### config.mk
export PLATFORM = sky130hd
export DESIGN_NAME = csc_top
export DESIGN_NICKNAME = d
export VERILOG_FILES = /design/src/hw/csc_pkg.sv /design/src/hw/csc_sync2.sv /design/src/hw/csc_top.sv
export SDC_FILE = /design/constraint.sdc
export NUM_CORES = 1
export LEC_CHECK = 0
export BUFFER_PORTS_ARGS = -buffer_cell sky130_fd_sc_hd__buf_2
export CAP_MARGIN = 20
export CORE_MARGIN = 2
export CORE_UTILIZATION = 55
export DETAILED_ROUTE_END_ITERATION = 8
export GPL_TIMING_DRIVEN = 0
export HOLD_SLACK_MARGIN = 0.08
export PLACE_DENSITY = 0.87
export SYNTH_ARGS = -nofsm -noshare
export SYNTH_HDL_FRONTEND = slang
export SYNTH_SLANG_ARGS = --single-unit
### constraint.sdc
create_clock -name I_CLK_SYS -period 7.2 [get_ports I_CLK_SYS]
set_clock_uncertainty 0.15 [all_clocks]
set_input_delay 1.44 -clock I_CLK_SYS [delete_from_list [all_inputs] [get_ports I_CLK_SYS]]
set_output_delay 1.44 -clock I_CLK_SYS [all_outputs]
set_load 0.05 [all_outputs]
### src/hw/csc_pkg.sv
package csc_pkg;

  // Register byte offsets
  localparam logic [7:0] ADDR_SELECT      = 8'h00;
  localparam logic [7:0] ADDR_CH_COUPLE   = 8'h04;
  localparam logic [7:0] ADDR_CH_SHIFT1   = 8'h08;
  localparam logic [7:0] ADDR_CH_SHIFT2   = 8'h0C;
  localparam logic [7:0] ADDR_CH_DELAY    = 8'h10;
  localparam logic [7:0] ADDR_XI_ROLE     = 8'h14;
  localparam logic [7:0] ADDR_XI_COUPLE   = 8'h18;
  localparam logic [7:0] ADDR_XI_SHIFT    = 8'h1C;
  localparam logic [7:0] ADDR_XI_DELAY    = 8'h20;
  localparam logic [7:0] ADDR_WAVE_LEN    = 8'h24;
  localparam logic [7:0] ADDR_RUN_CONT    = 8'h28;
  localparam logic [7:0] ADDR_STATUS      = 8'h2C;

  // Field widths and limits
  localparam int         SHIFT_W          = 24;
  localparam int         DELAY_W          = 16;
  localparam logic [23:0] CH_SHIFT_MARGIN = 24'h000080;
  localparam logic [2:0] SHIFT_GRAIN_MASK = 3'h7;
  // Skew held in picoseconds, signed
  localparam logic signed [15:0] CH_DELAY_MAX = 16'sh0BB8;
  localparam logic signed [15:0] XI_DELAY_MAX = 16'sh1388;

  // Reset values
  localparam logic [23:0] WAVE_LEN_RST    = 24'h000400;
  localparam logic        RUN_CONT_RST    = 1'h1;

  // Selector and role codes
  localparam logic        SEL_PRIMARY     = 1'h0;
  localparam logic        SEL_SECONDARY   = 1'h1;
  localparam logic        ROLE_MASTER     = 1'h0;
  localparam logic        ROLE_SLAVE      = 1'h1;

  // Responses
  localparam logic [1:0]  RESP_OKAY       = 2'h0;
  localparam logic [1:0]  RESP_SLVERR     = 2'h2;
  localparam logic [1:0]  RESP_DECERR     = 2'h3;

endpackage

### src/hw/csc_sync2.sv
`timescale 1ns/1ps

// Two-stage synchroniser for one level from another domain
module csc_sync2
(
  // Clock and reset
  input  wire logic i_clk,
  input  wire logic i_reset,
  // Level in and out
  input  wire logic i_async,
  output logic      o_sync
);

  logic meta_q;

  always_ff @(posedge i_clk)
  begin
    if (i_reset)
    begin
      meta_q <= 1'b0;
      o_sync <= 1'b0;
    end
    else
    begin
      meta_q <= i_async;
      o_sync <= meta_q;
    end
  end

endmodule // csc_sync2

### src/hw/csc_top.sv
// Chosen here: the AXI4-Lite interface to the registers and the register addresses.
`timescale 1ns/1ps

module csc_top
(
  // System clock and reset
  input  wire logic        I_CLK_SYS,
  input  wire logic        I_RESET,
  // AXI4-Lite write address and data
  input  wire logic [7:0]  I_AWADDR,
  input  wire logic        I_AWVALID,
  output logic             O_AWREADY,
  input  wire logic [31:0] I_WDATA,
  input  wire logic [3:0]  I_WSTRB,
  input  wire logic        I_WVALID,
  output logic             O_WREADY,
  output logic [1:0]       O_BRESP,
  output logic             O_BVALID,
  input  wire logic        I_BREADY,
  // AXI4-Lite read
  input  wire logic [7:0]  I_ARADDR,
  input  wire logic        I_ARVALID,
  output logic             O_ARREADY,
  output logic [31:0]      O_RDATA,
  output logic [1:0]       O_RRESP,
  output logic             O_RVALID,
  input  wire logic        I_RREADY,
  // Waveform start strobe from the primary sequencer
  input  wire logic        I_WAVE_START,
  // Synchronisation link
  input  wire logic        I_LINK_PRESENT,
  input  wire logic        I_LINK_CLK,
  output logic             O_LINK_CLK_OE,
  output logic             O_LINK_CLK_SEL,
  // Applied settings to the channel datapaths
  output logic             O_SEC_CLK_FROM_PRI,
  output logic             O_SEC_PHASE_LOCK,
  output logic [23:0]      O_PRI_SHIFT,
  output logic [23:0]      O_SEC_SHIFT,
  output logic [15:0]      O_SEC_DELAY,
  output logic [23:0]      O_XI_SHIFT,
  output logic [15:0]      O_XI_DELAY,
  output logic             O_PRI_IS_MASTER
);

  ////////////////////////////////////////////////////////////////////////////
  // Settings

  logic                    sel_q;
  logic                    ch_couple_q;
  logic [23:0]             pri_shift_q;
  logic [23:0]             sec_shift_q;
  logic signed [15:0]      ch_delay_q;
  logic                    role_q;
  logic                    xi_couple_q;
  logic [23:0]             xi_shift_q;
  logic signed [15:0]      xi_delay_q;
  logic [23:0]             wave_len_q;
  logic                    run_cont_q;

  logic                    aw_held_q;
  logic                    w_held_q;
  logic [7:0]              awaddr_q;
  logic [31:0]             wdata_q;
  logic [3:0]              wstrb_q;
  logic                    do_write;
  logic [1:0]              wresp;

  logic                    link_present_s;
  logic                    link_clk_s;
  logic                    link_clk_d1_q;
  logic                    link_edge_q;
  logic                    start_s;
  logic                    start_d1_q;
  logic                    start_edge;

  logic [23:0]             wr_val;
  logic signed [15:0]      wr_delay;
  logic                    run_sync;

  assign wr_val   = wdata_q[23:0];
  assign wr_delay = wdata_q[15:0];

  ////////////////////////////////////////////////////////////////////////////
  // Input synchronisers

  csc_sync2 u_sync_present
  (
    .i_clk   (I_CLK_SYS),
    .i_reset (I_RESET),
    .i_async (I_LINK_PRESENT),
    .o_sync  (link_present_s)
  );

  csc_sync2 u_sync_link_clk
  (
    .i_clk   (I_CLK_SYS),
    .i_reset (I_RESET),
    .i_async (I_LINK_CLK),
    .o_sync  (link_clk_s)
  );

  csc_sync2 u_sync_start
  (
    .i_clk   (I_CLK_SYS),
    .i_reset (I_RESET),
    .i_async (I_WAVE_START),
    .o_sync  (start_s)
  );

  always_ff @(posedge I_CLK_SYS)
  begin
    if (I_RESET)
    begin
      link_clk_d1_q <= 1'b0;
      link_edge_q   <= 1'b0;
      start_d1_q    <= 1'b0;
    end
    else
    begin
      link_clk_d1_q <= link_clk_s;
      link_edge_q   <= link_clk_s & ~link_clk_d1_q;
      start_d1_q    <= start_s;
    end
  end

  assign start_edge = start_s & ~start_d1_q;

  ////////////////////////////////////////////////////////////////////////////
  // AXI4-Lite write channel

  always_ff @(posedge I_CLK_SYS)
  begin
    if (I_RESET)
    begin
      aw_held_q <= 1'b0;
      w_held_q  <= 1'b0;
      awaddr_q  <= 8'h00;
      wdata_q   <= 32'h00000000;
      wstrb_q   <= 4'h0;
    end
    else
    begin
      if (I_AWVALID && O_AWREADY)
      begin
        aw_held_q <= 1'b1;
        awaddr_q  <= I_AWADDR;
      end
      else if (do_write)
        aw_held_q <= 1'b0;
      if (I_WVALID && O_WREADY)
      begin
        w_held_q <= 1'b1;
        wdata_q  <= I_WDATA;
        wstrb_q  <= I_WSTRB;
      end
      else if (do_write)
        w_held_q <= 1'b0;
    end
  end

  assign do_write = aw_held_q & w_held_q & ~O_BVALID;

  always_ff @(posedge I_CLK_SYS)
  begin
    if (I_RESET)
    begin
      O_AWREADY <= 1'b0;
      O_WREADY  <= 1'b0;
      O_BVALID  <= 1'b0;
      O_BRESP   <= csc_pkg::RESP_OKAY;
    end
    else
    begin
      O_AWREADY <= ~aw_held_q & ~(I_AWVALID & O_AWREADY) & ~O_BVALID;
      O_WREADY  <= ~w_held_q & ~(I_WVALID & O_WREADY) & ~O_BVALID;
      if (do_write)
      begin
        O_BVALID <= 1'b1;
        O_BRESP  <= wresp;
      end
      else if (I_BREADY)
        O_BVALID <= 1'b0;
    end
  end

  // Out-of-range values are refused with SLVERR and leave the setting alone
  always_comb
  begin
    wresp = csc_pkg::RESP_OKAY;
    unique case (awaddr_q)
      csc_pkg::ADDR_SELECT, csc_pkg::ADDR_CH_COUPLE, csc_pkg::ADDR_XI_ROLE,
      csc_pkg::ADDR_XI_COUPLE, csc_pkg::ADDR_WAVE_LEN, csc_pkg::ADDR_RUN_CONT,
      csc_pkg::ADDR_STATUS:
        wresp = csc_pkg::RESP_OKAY;
      csc_pkg::ADDR_CH_SHIFT1, csc_pkg::ADDR_CH_SHIFT2:
        if (wr_val > wave_len_q - csc_pkg::CH_SHIFT_MARGIN
            || wave_len_q < csc_pkg::CH_SHIFT_MARGIN)
          wresp = csc_pkg::RESP_SLVERR;
      csc_pkg::ADDR_CH_DELAY:
        if (wr_delay > csc_pkg::CH_DELAY_MAX || wr_delay < -csc_pkg::CH_DELAY_MAX)
          wresp = csc_pkg::RESP_SLVERR;
      csc_pkg::ADDR_XI_SHIFT:
        if (wr_val > wave_len_q)
          wresp = csc_pkg::RESP_SLVERR;
      csc_pkg::ADDR_XI_DELAY:
        if (wr_delay > csc_pkg::XI_DELAY_MAX || wr_delay < -csc_pkg::XI_DELAY_MAX)
          wresp = csc_pkg::RESP_SLVERR;
      default:
        wresp = csc_pkg::RESP_DECERR;
    endcase
  end

  ////////////////////////////////////////////////////////////////////////////
  // Settings registers

  always_ff @(posedge I_CLK_SYS)
  begin
    if (I_RESET)
    begin
      sel_q       <= csc_pkg::SEL_PRIMARY;
      ch_couple_q <= 1'b0;
      pri_shift_q <= 24'h000000;
      sec_shift_q <= 24'h000000;
      ch_delay_q  <= 16'sh0000;
      role_q      <= csc_pkg::ROLE_MASTER;
      xi_couple_q <= 1'b0;
      xi_shift_q  <= 24'h000000;
      xi_delay_q  <= 16'sh0000;
      wave_len_q  <= csc_pkg::WAVE_LEN_RST;
      run_cont_q  <= csc_pkg::RUN_CONT_RST;
    end
    else if (do_write && wresp == csc_pkg::RESP_OKAY && wstrb_q != 4'h0)
    begin
      unique case (awaddr_q)
        csc_pkg::ADDR_SELECT:    sel_q       <= wdata_q[0];
        csc_pkg::ADDR_CH_COUPLE: ch_couple_q <= wdata_q[0];
        csc_pkg::ADDR_CH_SHIFT1:
        begin
          // Per-channel shift lands on the channel the selector names
          if (sel_q == csc_pkg::SEL_PRIMARY)
            pri_shift_q <= wr_val;
          else
            sec_shift_q <= wr_val;
        end
        csc_pkg::ADDR_CH_SHIFT2: sec_shift_q <= wr_val;
        csc_pkg::ADDR_CH_DELAY:  ch_delay_q  <= wr_delay;
        csc_pkg::ADDR_XI_ROLE:   role_q      <= wdata_q[0];
        csc_pkg::ADDR_XI_COUPLE: xi_couple_q <= wdata_q[0];
        csc_pkg::ADDR_XI_SHIFT:  xi_shift_q  <= wr_val;
        csc_pkg::ADDR_XI_DELAY:  xi_delay_q  <= wr_delay;
        csc_pkg::ADDR_WAVE_LEN:  wave_len_q  <= wr_val;
        csc_pkg::ADDR_RUN_CONT:  run_cont_q  <= wdata_q[0];
        default:                 sel_q       <= sel_q;
      endcase
    end
  end

  ////////////////////////////////////////////////////////////////////////////
  // AXI4-Lite read channel

  always_ff @(posedge I_CLK_SYS)
  begin
    if (I_RESET)
    begin
      O_ARREADY <= 1'b0;
      O_RVALID  <= 1'b0;
      O_RDATA   <= 32'h00000000;
      O_RRESP   <= csc_pkg::RESP_OKAY;
    end
    else
    begin
      O_ARREADY <= ~O_RVALID & ~(I_ARVALID & O_ARREADY);
      if (I_ARVALID && O_ARREADY)
      begin
        O_RVALID <= 1'b1;
        O_RRESP  <= csc_pkg::RESP_OKAY;
        unique case (I_ARADDR)
          csc_pkg::ADDR_SELECT:    O_RDATA <= {31'h0, sel_q};
          csc_pkg::ADDR_CH_COUPLE: O_RDATA <= {31'h0, ch_couple_q};
          csc_pkg::ADDR_CH_SHIFT1: O_RDATA <= {8'h00, sel_q ? sec_shift_q : pri_shift_q};
          csc_pkg::ADDR_CH_SHIFT2: O_RDATA <= {8'h00, sec_shift_q};
          csc_pkg::ADDR_CH_DELAY:  O_RDATA <= {{16{ch_delay_q[15]}}, ch_delay_q};
          csc_pkg::ADDR_XI_ROLE:   O_RDATA <= {31'h0, role_q};
          csc_pkg::ADDR_XI_COUPLE: O_RDATA <= {31'h0, xi_couple_q};
          csc_pkg::ADDR_XI_SHIFT:  O_RDATA <= {8'h00, xi_shift_q};
          csc_pkg::ADDR_XI_DELAY:  O_RDATA <= {{16{xi_delay_q[15]}}, xi_delay_q};
          csc_pkg::ADDR_WAVE_LEN:  O_RDATA <= {8'h00, wave_len_q};
          csc_pkg::ADDR_RUN_CONT:  O_RDATA <= {31'h0, run_cont_q};
          csc_pkg::ADDR_STATUS:    O_RDATA <= {29'h0, O_LINK_CLK_OE, link_edge_q,
                                               link_present_s};
          default:
          begin
            O_RDATA <= 32'h00000000;
            O_RRESP <= csc_pkg::RESP_DECERR;
          end
        endcase
      end
      else if (I_RREADY)
        O_RVALID <= 1'b0;
    end
  end

  ////////////////////////////////////////////////////////////////////////////
  // Applied coupling state

  // Link clock driven only by a coupled master with the cable attached
  logic xi_active;
  assign xi_active = xi_couple_q & link_present_s;
  assign run_sync  = run_cont_q & ch_couple_q;

  always_ff @(posedge I_CLK_SYS)
  begin
    if (I_RESET)
    begin
      O_SEC_CLK_FROM_PRI <= 1'b0;
      O_SEC_PHASE_LOCK   <= 1'b0;
      O_LINK_CLK_OE      <= 1'b1;
      O_LINK_CLK_SEL     <= 1'b0;
      O_PRI_IS_MASTER    <= 1'b1;
    end
    else
    begin
      O_SEC_CLK_FROM_PRI <= ch_couple_q;
      O_SEC_PHASE_LOCK   <= ch_couple_q;
      // Output enable low while driving the reference clock
      O_LINK_CLK_OE      <= ~(xi_active && role_q == csc_pkg::ROLE_MASTER);
      // A coupled slave takes its sample clock from the link
      O_LINK_CLK_SEL     <= xi_active && role_q == csc_pkg::ROLE_SLAVE;
      // Secondary never masters; primary masters unless this box is a coupled slave
      O_PRI_IS_MASTER    <= ~xi_active || role_q == csc_pkg::ROLE_MASTER;
    end
  end

  // New values only at a waveform start so a running period is not disturbed
  always_ff @(posedge I_CLK_SYS)
  begin
    if (I_RESET)
    begin
      O_PRI_SHIFT <= 24'h000000;
      O_SEC_SHIFT <= 24'h000000;
      O_SEC_DELAY <= 16'h0000;
      O_XI_SHIFT  <= 24'h000000;
      O_XI_DELAY  <= 16'h0000;
    end
    else if (start_edge)
    begin
      // Round down to the eight-clock grain; both offsets go out for the
      // datapath to apply as a mutual difference
      O_PRI_SHIFT <= run_sync ? {pri_shift_q[23:3], 3'h0} : 24'h000000;
      O_SEC_SHIFT <= run_sync ? {sec_shift_q[23:3], 3'h0} : 24'h000000;
      O_SEC_DELAY <= run_sync ? ch_delay_q : 16'h0000;
      O_XI_SHIFT  <= xi_active ? {xi_shift_q[23:3], 3'h0} : 24'h000000;
      O_XI_DELAY  <= xi_active ? xi_delay_q : 16'h0000;
    end
  end

endmodule // csc_top

==> flow_summary_export.csv <==
group,metric,value,unit
placed_design,placed_area,14630,sq um
cts,cts_tree,"done",
timing,setup_viol,0,
synth,syn_area,13240,sq um
cts,cts.sinks,312,
setup_path,r2r_end,"pri_shift_q[13]",
drt,totalWireLength,43260,microns
final_layout,n_antenna_cell,0,
cts,cts_setup_buffers,0,
setup_path,critPathTopFamily,"simple AND/OR/NAND/NOR gates",
placed_design,gp_congestion,0.9760,
hold_path,hold_path.class,"flop to flop",
die,start_util,0.5623,
synth,synth_edf_count,0,
drt,ant_nets,0,
die,row_count,56,
hold_path,hold_depth,1,
global_routing,grtUsageTotal,0.3267,
synth,yosysSeqAreaShare,0.4718,
setup_path,cp.buffers_inverters,3,
placed_design,dp_slack,2468,ps
global_routing,antenna_found_initial,0,
timing,slew_viol_final,0,
global_routing,grt_pass1_vias,12037,
setup_path,path_cells,"clkbuf_1, nor4_1, nand2_1, nor3_1, nand4_1, nor4b_1, xnor2_1, ha_1, nand4_1, nor3_1, a31oi_1, o21ai_0, and3_1, buf_2, buf_2, mux2i_1",
final_layout,final_common_cell,"dfxtp_1",
setup_path,crit_path_start_kind,"flop",
power_and_ir_drop,total_power,3.692,mW
flow_run,cap_violations,0,
synth,ys.flop_type,"dfxtp_1",
cts,cts_buffer_depth,3,
final_layout,fillerInstances,1900,
hold_path,min_to,"link_edge_q",
drt,first_pass_iters,8,
cts,cts_buffers,31,
placed_design,dpl.hpwl,31900,microns
setup_path,cp.arrival,5140,ps
setup_path,slowest_delay,570,ps
synth,yosys_register_bits,312,
drt,wl_per_cell,20.68,microns
die,ios,212,
setup_path,rr_worst_depth,16,
setup_path,cp-end-kind,"flop",
final_layout,layout_common_cells,"dfxtp_1 (312), nand2_1 (295), buf_2 (202), nor2_1 (160), a21oi_1 (104)",
timing,fin_crit,4828,ps
power_and_ir_drop,p_leak,6.590,nW
timing,rsz0062_at_grt,"false",
setup_path,crit_fanout,10,
drt,viasPerCell,6.073,
setup_path,reg2reg_from,"wave_len_q[9]",
setup_path,r2r_slack,2370,ps
power_and_ir_drop,powerDensity,235.5,nW/um^2
setup_path,path_class,"flop to flop",
cts,htreeDepth,1,
timing,timing.fmax,207.1,MHz
synth,synthArstFlopShare,0,
synth,synth_cells,1517,
hold_path,min_from,"link_clk_d1_q",
cts,clockRootBuffer,"clkbuf_16",
timing,worst_slack,2372,ps
synth,yosysWarningCount,0,
final_layout,final_nets,1855,
global_routing,grt_overflow,0,
timing,hold_viol,0,
cts,cts_resized,0,
die,die_h,159.1,microns
setup_path,critPathRequiredTime,7520,ps
global_routing,grt_pass1_wl,65880,microns
synth,synth_area_per_cell,8.727,sq um
drt,dr.first_iter.drc_count,1772,
timing,worstMarginPinSlew,1062,ps
timing,holdWs,235.3,ps
cts,clkLatencyLatePin,560,ps
timing,relSlewSlack,0.2822,
placed_design,io_buffers,192,
outcome,outcome,"finished, final reports clean",
die,die_area,25330,sq um
cts,clkTransAtPathRegs,60,ps
timing,finalCritPeriodShare,0.6706,
drt,route.detailed.drc,0,
final_layout,area_growth,18.42,%
final_layout,fin_area,15680,sq um
global_routing,grt_max_degree,15,
drt,routed-via-count,12705,
synth,synthDistinctLibCells,61,
timing,fin_tns_setup,0,ps
die,die_width,159.1,microns
power_and_ir_drop,vdd_drop_max,0.1424,mV
final_layout,layout-drive-gt1-share,0.1669,
die,core_area,23540,sq um
cts,cts_hold_buffers,0,
setup_path,crit_slowest_cell,"nor4_1",
## worst reg2reg max path: cells and delay by family, from the launching register on
family,cells,cell delay [ps]
AND/OR/NAND/NOR,8,2460
buffers and inverters,3,840
AO/OA/AOI/OAI,2,300
adder cells (fa/ha/maj),1,300
flip-flops,1,290
multiplexers,1,260
XOR/XNOR,1,120
## worst max-delay path by stage
stage | from | end | slack [ps] | depth (start not counted)
CTS | wave_len_q[9] | pri_shift_q[13] | 2420 | 16
finish | wave_len_q[9] | pri_shift_q[13] | 2370 | 16
global route | wave_len_q[9] | pri_shift_q[13] | 1980 | 16
global placement | wave_len_q[9] | pri_shift_q[11] | 2550 | 16
detailed placement | wave_len_q[9] | pri_shift_q[13] | 2470 | 16
floorplan | wave_len_q[9] | pri_shift_q[0] | 3530 | 16
## where the power goes
part           internal, mW  total [mW]  switching (mW)  leakage, nW
logic                0.0760       0.269           0.193         3.55
clock network         0.975        1.66           0.681        0.523
registers              1.75        1.77          0.0209         2.52
## cell families (layout without fill, tap and decap cells)
family                   count (synthesis)  in the layout  share of synthesized area
AO/OA/AOI/OAI                          304            304                     0.1590
multiplexers                           104            104                    0.07873
flip-flops                             312            312                     0.4718
other                                    1              9                  0.0002833
XOR/XNOR                                15             15                   0.009924
buffers and inverters                  162            410                    0.05415
AND/OR/NAND/NOR                        577            577                     0.1865
adder cells (fa/ha/maj)                 42             42                    0.03969
## flip-flops by register name, summed over array words and instances, names as in the netlist, 8 cells and up
register / count
O_PRI_SHIFT: 21
O_RDATA: 25
O_SEC_DELAY: 16
O_SEC_SHIFT: 21
O_XI_DELAY: 16
O_XI_SHIFT: 21
awaddr_q: 8
ch_delay_q: 16
pri_shift_q: 24
sec_shift_q: 24
wave_len_q: 24
wdata_q: 24
xi_delay_q: 16
xi_shift_q: 24
## Yosys cell counts (15+ instances only)
cell	number	area [sq um]
buf_4	20	150.1
a21oi_1	104	520.5
xnor2_1	15	131.4
nor2_1	160	600.6
nand2_1	295	1107
inv_1	34	127.6
ha_1	42	525.5
a22oi_1	98	735.7
nor3_1	18	90.09
a221oi_1	16	140.1
mux2i_1	103	1031
nand3_1	28	140.1
o21ai_0	16	80.08
clkbuf_1	92	345.3
dfxtp_1	312	6246
## through the flow
step | instances | util
finish | 2092 | 0.6659
global route | 2092 | 0.6659
CTS | 2091 | 0.6657
detailed placement | 2036 | 0.6214
global placement | 2036 | 0.6214
floorplan | 1525 | -
## routing by layer
metal  part of all wire  global-route usage
met2               0.46              0.5423
met4              0.054              0.1620
met3               0.10             0.05626
met5                  0                   0
met1               0.38              0.4121
## final cells by class
type	instances	area [sq um]	area share
clock buffer	43	900.9	0.05746
buffer	128	589.3	0.03759
clock inverter	12	142.6	0.009098
inverter	34	127.6	0.008140
tap	319	399.1	0.02546
timing repair buffer	193	965.9	0.06161
multi-input combinational	1051	6306	0.4022
sequential	312	6246	0.3984
No activity file was read; power rests on OpenSTA's default activity.
